**config.mk**
```make
export PLATFORM = sky130hd
export DESIGN_NAME = cdsd_top
export DESIGN_NICKNAME = d
export VERILOG_FILES = /design/src/logic/cdsd_pkg.sv /design/src/logic/cdsd_db_if.sv /design/src/logic/cdsd_deadband.sv /design/src/logic/cdsd_shutdown.sv /design/src/logic/cdsd_top.sv
export SDC_FILE = /design/constraint.sdc
export NUM_CORES = 1
export LEC_CHECK = 0
export BUFFER_PORTS_ARGS = -buffer_cell sky130_fd_sc_hd__buf_2
export CAP_MARGIN = 15
export CORE_AREA = 2 2 82 84
export DETAILED_ROUTE_END_ITERATION = 10
export DIE_AREA = 0 0 84 86
export PLACE_DENSITY = 0.86
export SYNTH_ARGS = -nofsm -noshare
export SYNTH_HDL_FRONTEND = slang
export SYNTH_SLANG_ARGS = --single-unit
```
**constraint.sdc**
```tcl
create_clock -name i_clk -period 3.9 [get_ports i_clk]
set_input_delay 1.17 -clock i_clk [delete_from_list [all_inputs] [get_ports i_clk]]
set_output_delay 1.17 -clock i_clk [all_outputs]
set_load 0.05 [all_outputs]
```
**src/logic/cdsd_pkg.sv**
```systemverilog
/*
  Shared constants for the complementary drive block: register map,
  field positions, reset values, source and override codes, FSM states.
  Assumes a 40 MHz system clock and a 32-bit APB register bus.
*/
`default_nettype none
package cdsd_pkg;
  localparam int ADDR_W = 8;
  localparam int DATA_W = 32;
  localparam int DB_W = 6;
  localparam int SRC_W = 3;
  // Register byte addresses
  localparam logic [ADDR_W-1:0] ADDR_CTRL_MAIN = 8'h00;
  localparam logic [ADDR_W-1:0] ADDR_OVR_SRC = 8'h04;
  localparam logic [ADDR_W-1:0] ADDR_SD_CTRL = 8'h08;
  localparam logic [ADDR_W-1:0] ADDR_RISE_DB = 8'h0c;
  localparam logic [ADDR_W-1:0] ADDR_FALL_DB = 8'h10;
  // waveform_control_main fields
  localparam int BIT_MODULE_ON = 7;
  localparam int BIT_B_ROUTE = 6;
  localparam int BIT_A_ROUTE = 5;
  localparam int BIT_B_INV = 4;
  localparam int BIT_A_INV = 3;
  localparam int BIT_CLK_SEL = 0;
  // waveform_override_and_source fields
  localparam int OVR_B_LSB = 6;
  localparam int OVR_A_LSB = 4;
  localparam int SRC_LSB = 0;
  // waveform_shutdown_control fields
  localparam int BIT_SD_EVENT = 7;
  localparam int BIT_AUTO = 6;
  localparam int BIT_CMP_SD = 2;
  localparam int BIT_FLT_SD = 1;
  // Reset values and writable masks
  localparam logic [7:0] RST_CTRL_MAIN = 8'h00;
  localparam logic [7:0] RST_OVR_SRC = 8'h00;
  localparam logic [7:0] RST_SD_CTRL = 8'h00;
  localparam logic [DB_W-1:0] RST_DB = 6'h00;
  localparam logic [7:0] MASK_CTRL_MAIN = 8'hf9;
  localparam logic [7:0] MASK_OVR_SRC = 8'hf7;
  localparam logic [7:0] MASK_SD_CTRL = 8'h46;
  // Input source codes
  localparam logic [SRC_W-1:0] SRC_CMP = 3'h0;
  localparam logic [SRC_W-1:0] SRC_PWM1 = 3'h2;
  localparam logic [SRC_W-1:0] SRC_PWM2 = 3'h3;
  localparam logic [SRC_W-1:0] SRC_PWM3 = 3'h4;
  // Override level codes
  localparam logic [1:0] OVR_INACTIVE = 2'h0;
  localparam logic [1:0] OVR_TRI = 2'h1;
  localparam logic [1:0] OVR_LOW = 2'h2;
  localparam logic [1:0] OVR_HIGH = 2'h3;
  // Generator clock rates in MHz
  localparam logic [5:0] SYS_CLK_MHZ = 6'h28;
  localparam logic [5:0] HF_OSC_MHZ = 6'h10;

  typedef enum logic [2:0] {WV_IDLE, WV_RISE_DB, WV_A_ON, WV_FALL_DB, WV_B_ON} cdsd_wave_t;

  function automatic logic cdsd_ovr_level(input logic [1:0] code, input logic inv);
    logic lvl;
    lvl = inv;
    if (code == OVR_HIGH) lvl = 1'b1;
    else if (code == OVR_LOW) lvl = 1'b0;
    return lvl;
  endfunction : cdsd_ovr_level

  function automatic logic cdsd_mapped(input logic [ADDR_W-1:0] a);
    return (a == ADDR_CTRL_MAIN) || (a == ADDR_OVR_SRC) || (a == ADDR_SD_CTRL) ||
           (a == ADDR_RISE_DB) || (a == ADDR_FALL_DB);
  endfunction : cdsd_mapped
endpackage : cdsd_pkg
`default_nettype wire

```
**src/logic/cdsd_db_if.sv**
```systemverilog
/*
  Link between the waveform FSM and one dead-band timer.
  Assumes both ends run on the same clock.
*/
`timescale 1ns/1ps
`default_nettype none
interface cdsd_db_if;
  logic start;
  logic abort;
  logic tick;
  logic [cdsd_pkg::DB_W-1:0] limit;
  logic done;
  modport ctl (output start, output abort, output tick, output limit, input done);
  modport tmr (input start, input abort, input tick, input limit, output done);
endinterface : cdsd_db_if
`default_nettype wire

```
**src/logic/cdsd_deadband.sv**
```systemverilog
/*
  One 6-bit dead-band timer counting generator ticks from zero to a limit.
  Assumes start is a single-cycle strobe from the FSM; abort stays high while the module is off or shut down.
*/
`timescale 1ns/1ps
`default_nettype none
module cdsd_deadband (
  // Clock and reset
  input wire logic i_clk,
  input wire logic i_resetn,
  // Control link
  cdsd_db_if.tmr db
);
  import cdsd_pkg::*;
  logic [DB_W-1:0] cnt_q, cnt_d;
  logic run_q, run_d;

  always_comb begin
    cnt_d = cnt_q;
    run_d = run_q;
    if (db.abort) begin
      run_d = 1'b0;
    end else if (db.start) begin
      run_d = 1'b1;
      cnt_d = '0;
    end else if (run_q && (cnt_q == db.limit)) begin
      run_d = 1'b0;
    end else if (run_q && db.tick) begin
      cnt_d = cnt_q + 1'b1;
    end
  end

  always_ff @(posedge i_clk or negedge i_resetn) begin
    if (!i_resetn) begin
      cnt_q <= '0;
      run_q <= 1'b0;
    end else begin
      cnt_q <= cnt_d;
      run_q <= run_d;
    end
  end

  // Limit zero means no dead band: done the cycle after start
  assign db.done = run_q && (cnt_q == db.limit);
endmodule : cdsd_deadband
`default_nettype wire

```
**src/logic/cdsd_shutdown.sv**
```systemverilog
/*
  Shutdown event flag and override hold.
  Assumes i_ext_act is the raw, unsynchronised enabled-source request.
*/
`timescale 1ns/1ps
`default_nettype none
module cdsd_shutdown (
  // Clock and reset
  input wire logic i_clk,
  input wire logic i_resetn,
  // Software access to the event bit
  input wire logic i_wr_event,
  input wire logic i_wr_value,
  input wire logic i_auto_restart_on,
  // Sources and waveform
  input wire logic i_ext_act,
  input wire logic i_rise_edge,
  // State
  output logic o_shutdown_event,
  output logic o_hold
);
  logic event_q, event_d;
  logic hold_q, hold_d;

  always_comb begin
    event_d = event_q;
    if ((i_wr_event && i_wr_value) || i_ext_act) begin
      event_d = 1'b1;
    end else if (i_auto_restart_on) begin
      event_d = 1'b0;
    end else if (i_wr_event && !i_wr_value) begin
      event_d = 1'b0;
    end
    hold_d = hold_q;
    if (event_q || i_ext_act) begin
      hold_d = 1'b1;
    end else if (i_rise_edge) begin
      hold_d = 1'b0;
    end
  end

  always_ff @(posedge i_clk or negedge i_resetn) begin
    if (!i_resetn) begin
      event_q <= 1'b0;
      hold_q <= 1'b0;
    end else begin
      event_q <= event_d;
      hold_q <= hold_d;
    end
  end

  assign o_shutdown_event = event_q;
  assign o_hold = hold_q;
endmodule : cdsd_shutdown
`default_nettype wire

```
**src/logic/cdsd_top.sv**
```systemverilog
/*
  Complementary drive generator with dead band and auto-shutdown,
  APB register slave, two drive pins with output enables.
  Assumes PWM inputs on i_clk; comparator and fault pins asynchronous.
*/
//
// Notes on behaviour
// - Writing one to shutdown_event forces shutdown; outputs take override levels.
// - Without auto restart, software shutdown holds while shutdown_event stays set.
// - With auto restart, shutdown_event self-clears; waveform resumes next rising edge.
// - Any enabled external source forces override levels without software delay.
// - Sources are levels; shutdown holds while an enabled source stays active.
// - Comparator high causes shutdown only when comparator_shutdown_on (bit 2) set.
// - Fault pin low causes shutdown only when fault_shutdown_on (bit 1) set.
// - Override codes: 11 high, 10 low, 01 tri-state, 00 inactive with polarity.
// - Override field B sits at bits 7:6, A at bits 5:4.
// - Software clear of shutdown_event fails while any enabled source is active.
// - Auto restart clears shutdown_event once all enabled sources go inactive.
// - Overrides persist until first rising input edge after shutdown_event clears.
// - shutdown_event reads at bit 7; auto_restart_on at bit 6 selects auto restart.
// - module_on at bit 7 turns the generator on or off.
// - Bits 6 and 5 route outputs B and A to their pins.
// - Bits 4 and 3 invert outputs B and A.
// - Bit 0 selects internal oscillator rate (one) or system clock (zero).
// - Source codes 100, 011, 010 pick PWM3, PWM2, PWM1; 000 comparator.
// - Generator keeps running in sleep; nothing here gates on sleep.
// - Rising edge: B off at once, A on after rising dead band.
// - Falling edge: A off at once, B on after falling dead band.
// - Each dead band is a 6-bit counter of generator ticks.
// - Turning the module on starts with both drives cleared.
`timescale 1ns/1ps
`default_nettype none
module cdsd_top (
  // Clock and reset
  input wire logic i_clk,
  input wire logic i_resetn,
  // APB slave
  input wire logic i_psel,
  input wire logic i_penable,
  input wire logic i_pwrite,
  input wire logic [cdsd_pkg::ADDR_W-1:0] i_paddr,
  input wire logic [cdsd_pkg::DATA_W-1:0] i_pwdata,
  output logic [cdsd_pkg::DATA_W-1:0] o_prdata,
  output logic o_pready,
  output logic o_pslverr,
  // Waveform and shutdown sources
  input wire logic [2:0] i_pwm_outs,
  input wire logic i_comparator_async_out,
  input wire logic i_fault_input_n,
  // Drive pins
  output logic o_drive_output_a,
  output logic o_drive_output_a_oe,
  output logic o_drive_output_b,
  output logic o_drive_output_b_oe
);
  import cdsd_pkg::*;

  logic cmp_s1_q, cmp_s2_q;
  logic pready_q, pready_d, pslverr_q, pslverr_d;
  logic [DATA_W-1:0] prdata_q, prdata_d;
  logic [7:0] ctrl_q, ctrl_d, ovr_q, ovr_d, sdc_q, sdc_d;
  logic [DB_W-1:0] dbr_q, dbr_d, dbf_q, dbf_d;
  logic wr_acc, wr_event, shutdown_event, hold, ext_act, shut_now, fsm_shut;
  logic src, src_q, rise_edge, fall_edge;
  logic [5:0] acc_q, acc_d;
  logic tick_q, tick_d;
  cdsd_wave_t wave_q, wave_d;
  logic drv_a_q, drv_a_d, oe_a_q, oe_a_d, drv_b_q, drv_b_d, oe_b_q, oe_b_d;
  logic module_on, route_a, route_b, inv_a, inv_b, clk_sel, auto_on, cmp_on, flt_on;
  logic [1:0] ovr_a, ovr_b;
  cdsd_db_if rdb ();
  cdsd_db_if fdb ();
  // Comparator feeds the waveform source select through this synchroniser; the shutdown trip to the FSM takes the raw pin
  always_ff @(posedge i_clk or negedge i_resetn) begin
    if (!i_resetn) begin
      cmp_s1_q <= 1'b0;
      cmp_s2_q <= 1'b0;
    end else begin
      cmp_s1_q <= i_comparator_async_out;
      cmp_s2_q <= cmp_s1_q;
    end
  end
  assign module_on = ctrl_q[BIT_MODULE_ON];
  assign route_b = ctrl_q[BIT_B_ROUTE];
  assign route_a = ctrl_q[BIT_A_ROUTE];
  assign inv_b = ctrl_q[BIT_B_INV];
  assign inv_a = ctrl_q[BIT_A_INV];
  assign clk_sel = ctrl_q[BIT_CLK_SEL];
  assign ovr_b = ovr_q[OVR_B_LSB +: 2];
  assign ovr_a = ovr_q[OVR_A_LSB +: 2];
  assign auto_on = sdc_q[BIT_AUTO];
  assign cmp_on = sdc_q[BIT_CMP_SD];
  assign flt_on = sdc_q[BIT_FLT_SD];
  // Raw pins on purpose: a synchroniser would delay the trip
  assign ext_act = (cmp_on & i_comparator_async_out)
                 | (flt_on & ~i_fault_input_n);
  assign shut_now = shutdown_event | ext_act;
  // Hold yields at the rising edge itself, so pins and FSM resume together
  assign fsm_shut = shut_now | (hold & ~rise_edge);
  // APB slave: one wait state, answer registered
  assign wr_acc = i_psel & i_penable & pready_q & i_pwrite;
  assign wr_event = wr_acc && (i_paddr == ADDR_SD_CTRL);
  always_comb begin
    pready_d = i_psel & i_penable & ~pready_q;
    pslverr_d = 1'b0;
    prdata_d = '0;
    ctrl_d = ctrl_q;
    ovr_d = ovr_q;
    sdc_d = sdc_q;
    dbr_d = dbr_q;
    dbf_d = dbf_q;
    if (pready_d) begin
      pslverr_d = ~cdsd_mapped(i_paddr);
    end
    if (pready_d && !i_pwrite) begin
      if (i_paddr == ADDR_CTRL_MAIN) begin
        prdata_d[7:0] = ctrl_q;
      end else if (i_paddr == ADDR_OVR_SRC) begin
        prdata_d[7:0] = ovr_q;
      end else if (i_paddr == ADDR_SD_CTRL) begin
        prdata_d[7:0] = sdc_q;
        prdata_d[BIT_SD_EVENT] = shutdown_event;
      end else if (i_paddr == ADDR_RISE_DB) begin
        prdata_d[DB_W-1:0] = dbr_q;
      end else if (i_paddr == ADDR_FALL_DB) begin
        prdata_d[DB_W-1:0] = dbf_q;
      end
    end
    if (wr_acc) begin
      if (i_paddr == ADDR_CTRL_MAIN) begin
        ctrl_d = i_pwdata[7:0] & MASK_CTRL_MAIN;
      end else if (i_paddr == ADDR_OVR_SRC) begin
        ovr_d = i_pwdata[7:0] & MASK_OVR_SRC;
      end else if (i_paddr == ADDR_SD_CTRL) begin
        sdc_d = i_pwdata[7:0] & MASK_SD_CTRL;
      end else if (i_paddr == ADDR_RISE_DB) begin
        dbr_d = i_pwdata[DB_W-1:0];
      end else if (i_paddr == ADDR_FALL_DB) begin
        dbf_d = i_pwdata[DB_W-1:0];
      end
    end
  end
  always_ff @(posedge i_clk or negedge i_resetn) begin
    if (!i_resetn) begin
      pready_q <= 1'b0;
      pslverr_q <= 1'b0;
      prdata_q <= '0;
      ctrl_q <= RST_CTRL_MAIN;
      ovr_q <= RST_OVR_SRC;
      sdc_q <= RST_SD_CTRL;
      dbr_q <= RST_DB;
      dbf_q <= RST_DB;
    end else begin
      pready_q <= pready_d;
      pslverr_q <= pslverr_d;
      prdata_q <= prdata_d;
      ctrl_q <= ctrl_d;
      ovr_q <= ovr_d;
      sdc_q <= sdc_d;
      dbr_q <= dbr_d;
      dbf_q <= dbf_d;
    end
  end
  cdsd_shutdown u_shutdown (
    .i_clk(i_clk),
    .i_resetn(i_resetn),
    .i_wr_event(wr_event),
    .i_wr_value(i_pwdata[BIT_SD_EVENT]),
    .i_auto_restart_on(auto_on),
    .i_ext_act(ext_act),
    .i_rise_edge(rise_edge),
    .o_shutdown_event(shutdown_event),
    .o_hold(hold)
  );
  // Source select; reserved codes give a quiet low input
  always_comb begin
    case (ovr_q[SRC_LSB +: SRC_W])
      SRC_CMP: src = cmp_s2_q;
      SRC_PWM1: src = i_pwm_outs[0];
      SRC_PWM2: src = i_pwm_outs[1];
      SRC_PWM3: src = i_pwm_outs[2];
      default: src = 1'b0;
    endcase
  end
  assign rise_edge = src & ~src_q;
  assign fall_edge = ~src & src_q;
  // Generator tick: every cycle, or a 16 MHz average by phase accumulation.
  // Independent of any sleep state, so it runs whenever i_clk runs.
  always_comb begin
    acc_d = acc_q;
    tick_d = 1'b1;
    if (clk_sel) begin
      if (acc_q + HF_OSC_MHZ >= SYS_CLK_MHZ) begin
        acc_d = acc_q + HF_OSC_MHZ - SYS_CLK_MHZ;
        tick_d = 1'b1;
      end else begin
        acc_d = acc_q + HF_OSC_MHZ;
        tick_d = 1'b0;
      end
    end
  end
  always_ff @(posedge i_clk or negedge i_resetn) begin
    if (!i_resetn) begin
      acc_q <= '0;
      tick_q <= 1'b0;
      src_q <= 1'b0;
    end else begin
      acc_q <= acc_d;
      tick_q <= tick_d;
      src_q <= src;
    end
  end
  cdsd_deadband u_rise_db (.i_clk(i_clk), .i_resetn(i_resetn), .db(rdb));
  cdsd_deadband u_fall_db (.i_clk(i_clk), .i_resetn(i_resetn), .db(fdb));
  assign rdb.tick = tick_q;
  assign fdb.tick = tick_q;
  assign rdb.limit = dbr_q;
  assign fdb.limit = dbf_q;
  // Waveform FSM; a short pulse aborts the pending dead band
  always_comb begin
    wave_d = wave_q;
    rdb.start = 1'b0;
    rdb.abort = 1'b0;
    fdb.start = 1'b0;
    fdb.abort = 1'b0;
    if (!module_on || fsm_shut) begin
      wave_d = WV_IDLE;
      rdb.abort = 1'b1;
      fdb.abort = 1'b1;
    end else if (rise_edge) begin
      wave_d = WV_RISE_DB;
      rdb.start = 1'b1;
      fdb.abort = 1'b1;
    end else if (fall_edge) begin
      wave_d = WV_FALL_DB;
      fdb.start = 1'b1;
      rdb.abort = 1'b1;
    end else begin
      case (wave_q)
        WV_RISE_DB: if (rdb.done) wave_d = WV_A_ON;
        WV_FALL_DB: if (fdb.done) wave_d = WV_B_ON;
        default: wave_d = wave_q;
      endcase
    end
  end
  // Pin stage; override path reacts in the cycle the request appears
  always_comb begin
    drv_a_d = 1'b0;
    drv_b_d = 1'b0;
    oe_a_d = 1'b0;
    oe_b_d = 1'b0;
    if (module_on) begin
      oe_a_d = route_a;
      oe_b_d = route_b;
      if (fsm_shut) begin
        drv_a_d = cdsd_ovr_level(ovr_a, inv_a);
        drv_b_d = cdsd_ovr_level(ovr_b, inv_b);
        oe_a_d = route_a & (ovr_a != OVR_TRI);
        oe_b_d = route_b & (ovr_b != OVR_TRI);
      end else begin
        drv_a_d = (wave_d == WV_A_ON) ^ inv_a;
        drv_b_d = (wave_d == WV_B_ON) ^ inv_b;
      end
    end
  end
  always_ff @(posedge i_clk or negedge i_resetn) begin
    if (!i_resetn) begin
      wave_q <= WV_IDLE;
      drv_a_q <= 1'b0;
      drv_b_q <= 1'b0;
      oe_a_q <= 1'b0;
      oe_b_q <= 1'b0;
    end else begin
      wave_q <= wave_d;
      drv_a_q <= drv_a_d;
      drv_b_q <= drv_b_d;
      oe_a_q <= oe_a_d;
      oe_b_q <= oe_b_d;
    end
  end
  assign o_prdata = prdata_q;
  assign o_pready = pready_q;
  assign o_pslverr = pslverr_q;
  assign o_drive_output_a = drv_a_q;
  assign o_drive_output_a_oe = oe_a_q;
  assign o_drive_output_b = drv_b_q;
  assign o_drive_output_b_oe = oe_b_q;
endmodule : cdsd_top
`default_nettype wire

```
==> metrics.txt <==
status finished clean; Die ar. ~0.0072 sq mm; initial antenna violation count 0; Die W roughly 84 um; Max-Cap Viols 0; Routed WL ~8400 um; Synth cell types between 50 and 60; Iter 0 DRT Violations between 200 and 250; post-route non-filler standard cell count just under 500; Worst EP required 4.14 ns; pwr dens between 300 and 400 mW/mm^2; final setup violation count 0; WS Path Type in -> reg; Setup crit end kind register; critical path arrival around 3.2 ns; CTS tree built; CTS sink count 68; ant diodes 0; Crit path depth 6; DP Wirelength roughly 6000 um; final setup TNS 0 ns; WHS 0.358 ns; peak supply drop 358 uV; Via density about 6; clock share of power 0.431; GR Overflow Total 0; clock root buffer clkbuf_8; Worst-Skew Late Latency about 0.36 ns; Setup crit start i_paddr[7]; Worst R2R Start ctrl_q[7]; # rows 29; r2r setup slk approximately 1.6 ns; IO Pins between 80 and 90; drt drc 0; Post-synth ARST share 1.00; Clock Skew approximately 0.009 ns; first drt pass iteration count 5; FF-to-FF End o_drive_output_a; vias in the first global route about 2.8k; Worst Setup Start Kind input pin; Max clock buf depth 2; largest net degree at the start of global routing 29; Routed Antenna Nets 0; setup repair after global routing missed its margin no; fin nets roughly 460; routed len/inst 17.4 um; clock slew at reported path FFs around 0.08 ns; fin crit period approximately 3.0 ns; Total Routing Usage GR 0.244; prevailing post-synth register cell dfrtp_1; CTS buffer count 9; Final Hold Viols 0; worst r2r path cells 5; input/output buffers 39; Slew Viols, Final 0; top cell type's share of synthesized area 0.470; Net Sw Frac 0.271; Worst path slowest cell or4_4; Top Family by Delay on Critical Path simple AND/OR/NAND/NOR gates; Design Power approximately 0.0016 W; P_leak 1.92 nW; placed cell count approximately 470; Post-CTS Hold Buffers 0; CTS H-tree depth 3; Ys Warns 0; maximum achievable frequency roughly 340 MHz; die height 86 um; Reg power frac 0.465; Worst Hold Class reg -> reg; P_int ~0.0011 W; crit path cell chain buf_2, or4_4, or3_1, nor2_2, and3_1, mux2_2; ranking of synthesized cells by area dfrtp_1, mux2_2, buf_4; first-pass GRT wire length roughly 14000 um; Max-Slew Margin vs Limit 0.458; Mapped Area roughly 0.0036 sq mm; WP buf/inv 1; core area around 0.0063 sq mm; via count about 2.9k; sequential share of the synthesized area 0.470; Worst Max-Slew Pin Slew about 0.81 ns; combinational share of power 0.103; Post-Synthesis Cells about 350; dominant cell type by area after synthesis dfrtp_1; Critical path destination ovr_q[4]; Final period util 0.762; Slowest Stage Delay on Critical Path roughly 0.55 ns; PostCTS Resize Cnt 0; number of flops mapped to enable cells by yosys 0; Critical Path Fanout Max 9; Final Wtd Congestion approximately 0.9; Avg Inst Size Synth about 10 sq um; switching power between 0.0004 and 0.0005 W; number of setup buffers added after CTS 0; post-synthesis to final-layout area growth 11.4%; Initial Utilization 0.577; FF+latch count, synth 68; fraction of layout cells with a size suffix above 1 0.240
[layer usage]
metal	global-route usage	vias up	wire length [um]
met5	0	-	0
met4	0.0748	0	177
met3	0.0635	25	547
met2	0.411	128	4200
met1	0.312	1415	3450
li1	-	1318	-
[cells in the mapped netlist, drive strengths merged, types with 2 or more instances]
cell     instances
a211oi           2
a21oi           19
a22o             5
a22oi            2
a31oi            3
and3             4
and4             3
buf             28
dfrtp           68
ha               5
inv             11
maj3             5
mux2            29
mux2i            4
nand2           31
nand2b           2
nand3            8
nand3b           2
nand4            7
nor2            29
nor2b            5
nor3            11
o21a             2
o21ai           24
o2bb2ai          2
o31ai            2
or3              9
or4              2
xnor2           14
[layout make-up]
class | count | area (sq um)
Clock inverter | 6 | 95.1
Fill cell | 486 | 2240
Timing Repair Buffer | 41 | 210
Inverter | 11 | 41.3
Tap cell | 77 | 96.3
Sequential cell | 68 | 1700
Multi-Input combinational cell | 269 | 1750
Clock buffer | 10 | 138
[worst min-delay path by stage]
| stage | start | to | cells after the start |
|---|---|---|---|
| 5_1_grt | cmp_s1_q | cmp_s2_q | 0 |
| 3_3_place_gp | cmp_s1_q | cmp_s2_q | 0 |
| 4_1_cts | cmp_s1_q | cmp_s2_q | 0 |
| 2_1_floorplan | cmp_s1_q | cmp_s2_q | 0 |
| 3_5_place_dp | cmp_s1_q | cmp_s2_q | 0 |
| 6_report | cmp_s1_q | cmp_s2_q | 0 |
[registers in the layout (all words and copies together) (netlist names), 3 cells and up]
name and flops:
o_prdata 8, ovr_q 7, ctrl_q 6, dbf_q 6, dbr_q 6, u_fall_db.cnt_q 6
u_rise_db.cnt_q 6, acc_q 3, sdc_q 3, wave_q 3
[cells by family after synthesis]
| family | after synthesis | synth area share |
|---|---|---|
| AOI/OAI and AO/OA | 69 | 0.119 |
| xor gates and xnor gates | 15 | 0.0363 |
| DFF | 68 | 0.470 |
| other | 1 | 0.00104 |
| buffers and inverters | 40 | 0.0698 |
| and+or+nand+nor | 118 | 0.171 |
| adders and majority gates | 10 | 0.0318 |
| muxes | 33 | 0.101 |
[power groups by stage]
stage | sequential [W] | clock (W) | combinational (W)
finish | 0.000724 | 0.000671 | 0.000160
global route | 0.000725 | 0.000705 | 0.000173
CTS | 0.000724 | 0.000673 | 0.000158
detailed placement | 0.000737 | 0 | 0.000157
global placement | 0.000736 | 0 | 0.000152
floorplan | 0.000739 | 0 | 0.000123
[through the flow]
step,worst slack [ns],utilization,area [sq um]
after global placement,0.607,0.606,3800
after detailed placement,0.592,0.606,3800
after floorplan,0.967,-,3710
final,0.927,0.643,4030
after CTS,0.952,0.643,4030
after global routing,0.863,0.643,4030
[cell usage in the layout, fill, tap and decap left out, drive strengths merged, types with 3 or more instances in the layout]
cell,synthesis,routed
nor3,11,11
conb,1,24
and3,4,4
or3,9,9
nor2,29,29
nand4,7,7
clkbuf,1,10
mux2i,4,4
inv,11,13
maj3,5,5
a31oi,3,3
ha,5,5
xnor2,14,14
dfrtp,68,68
a22o,5,5
nand3,8,8
o21ai,24,24
mux2,29,29
buf,28,41
a21oi,19,19
and4,3,3
nor2b,5,5
nand2,31,31
Note: power is estimated with default switching activity, not from simulation.
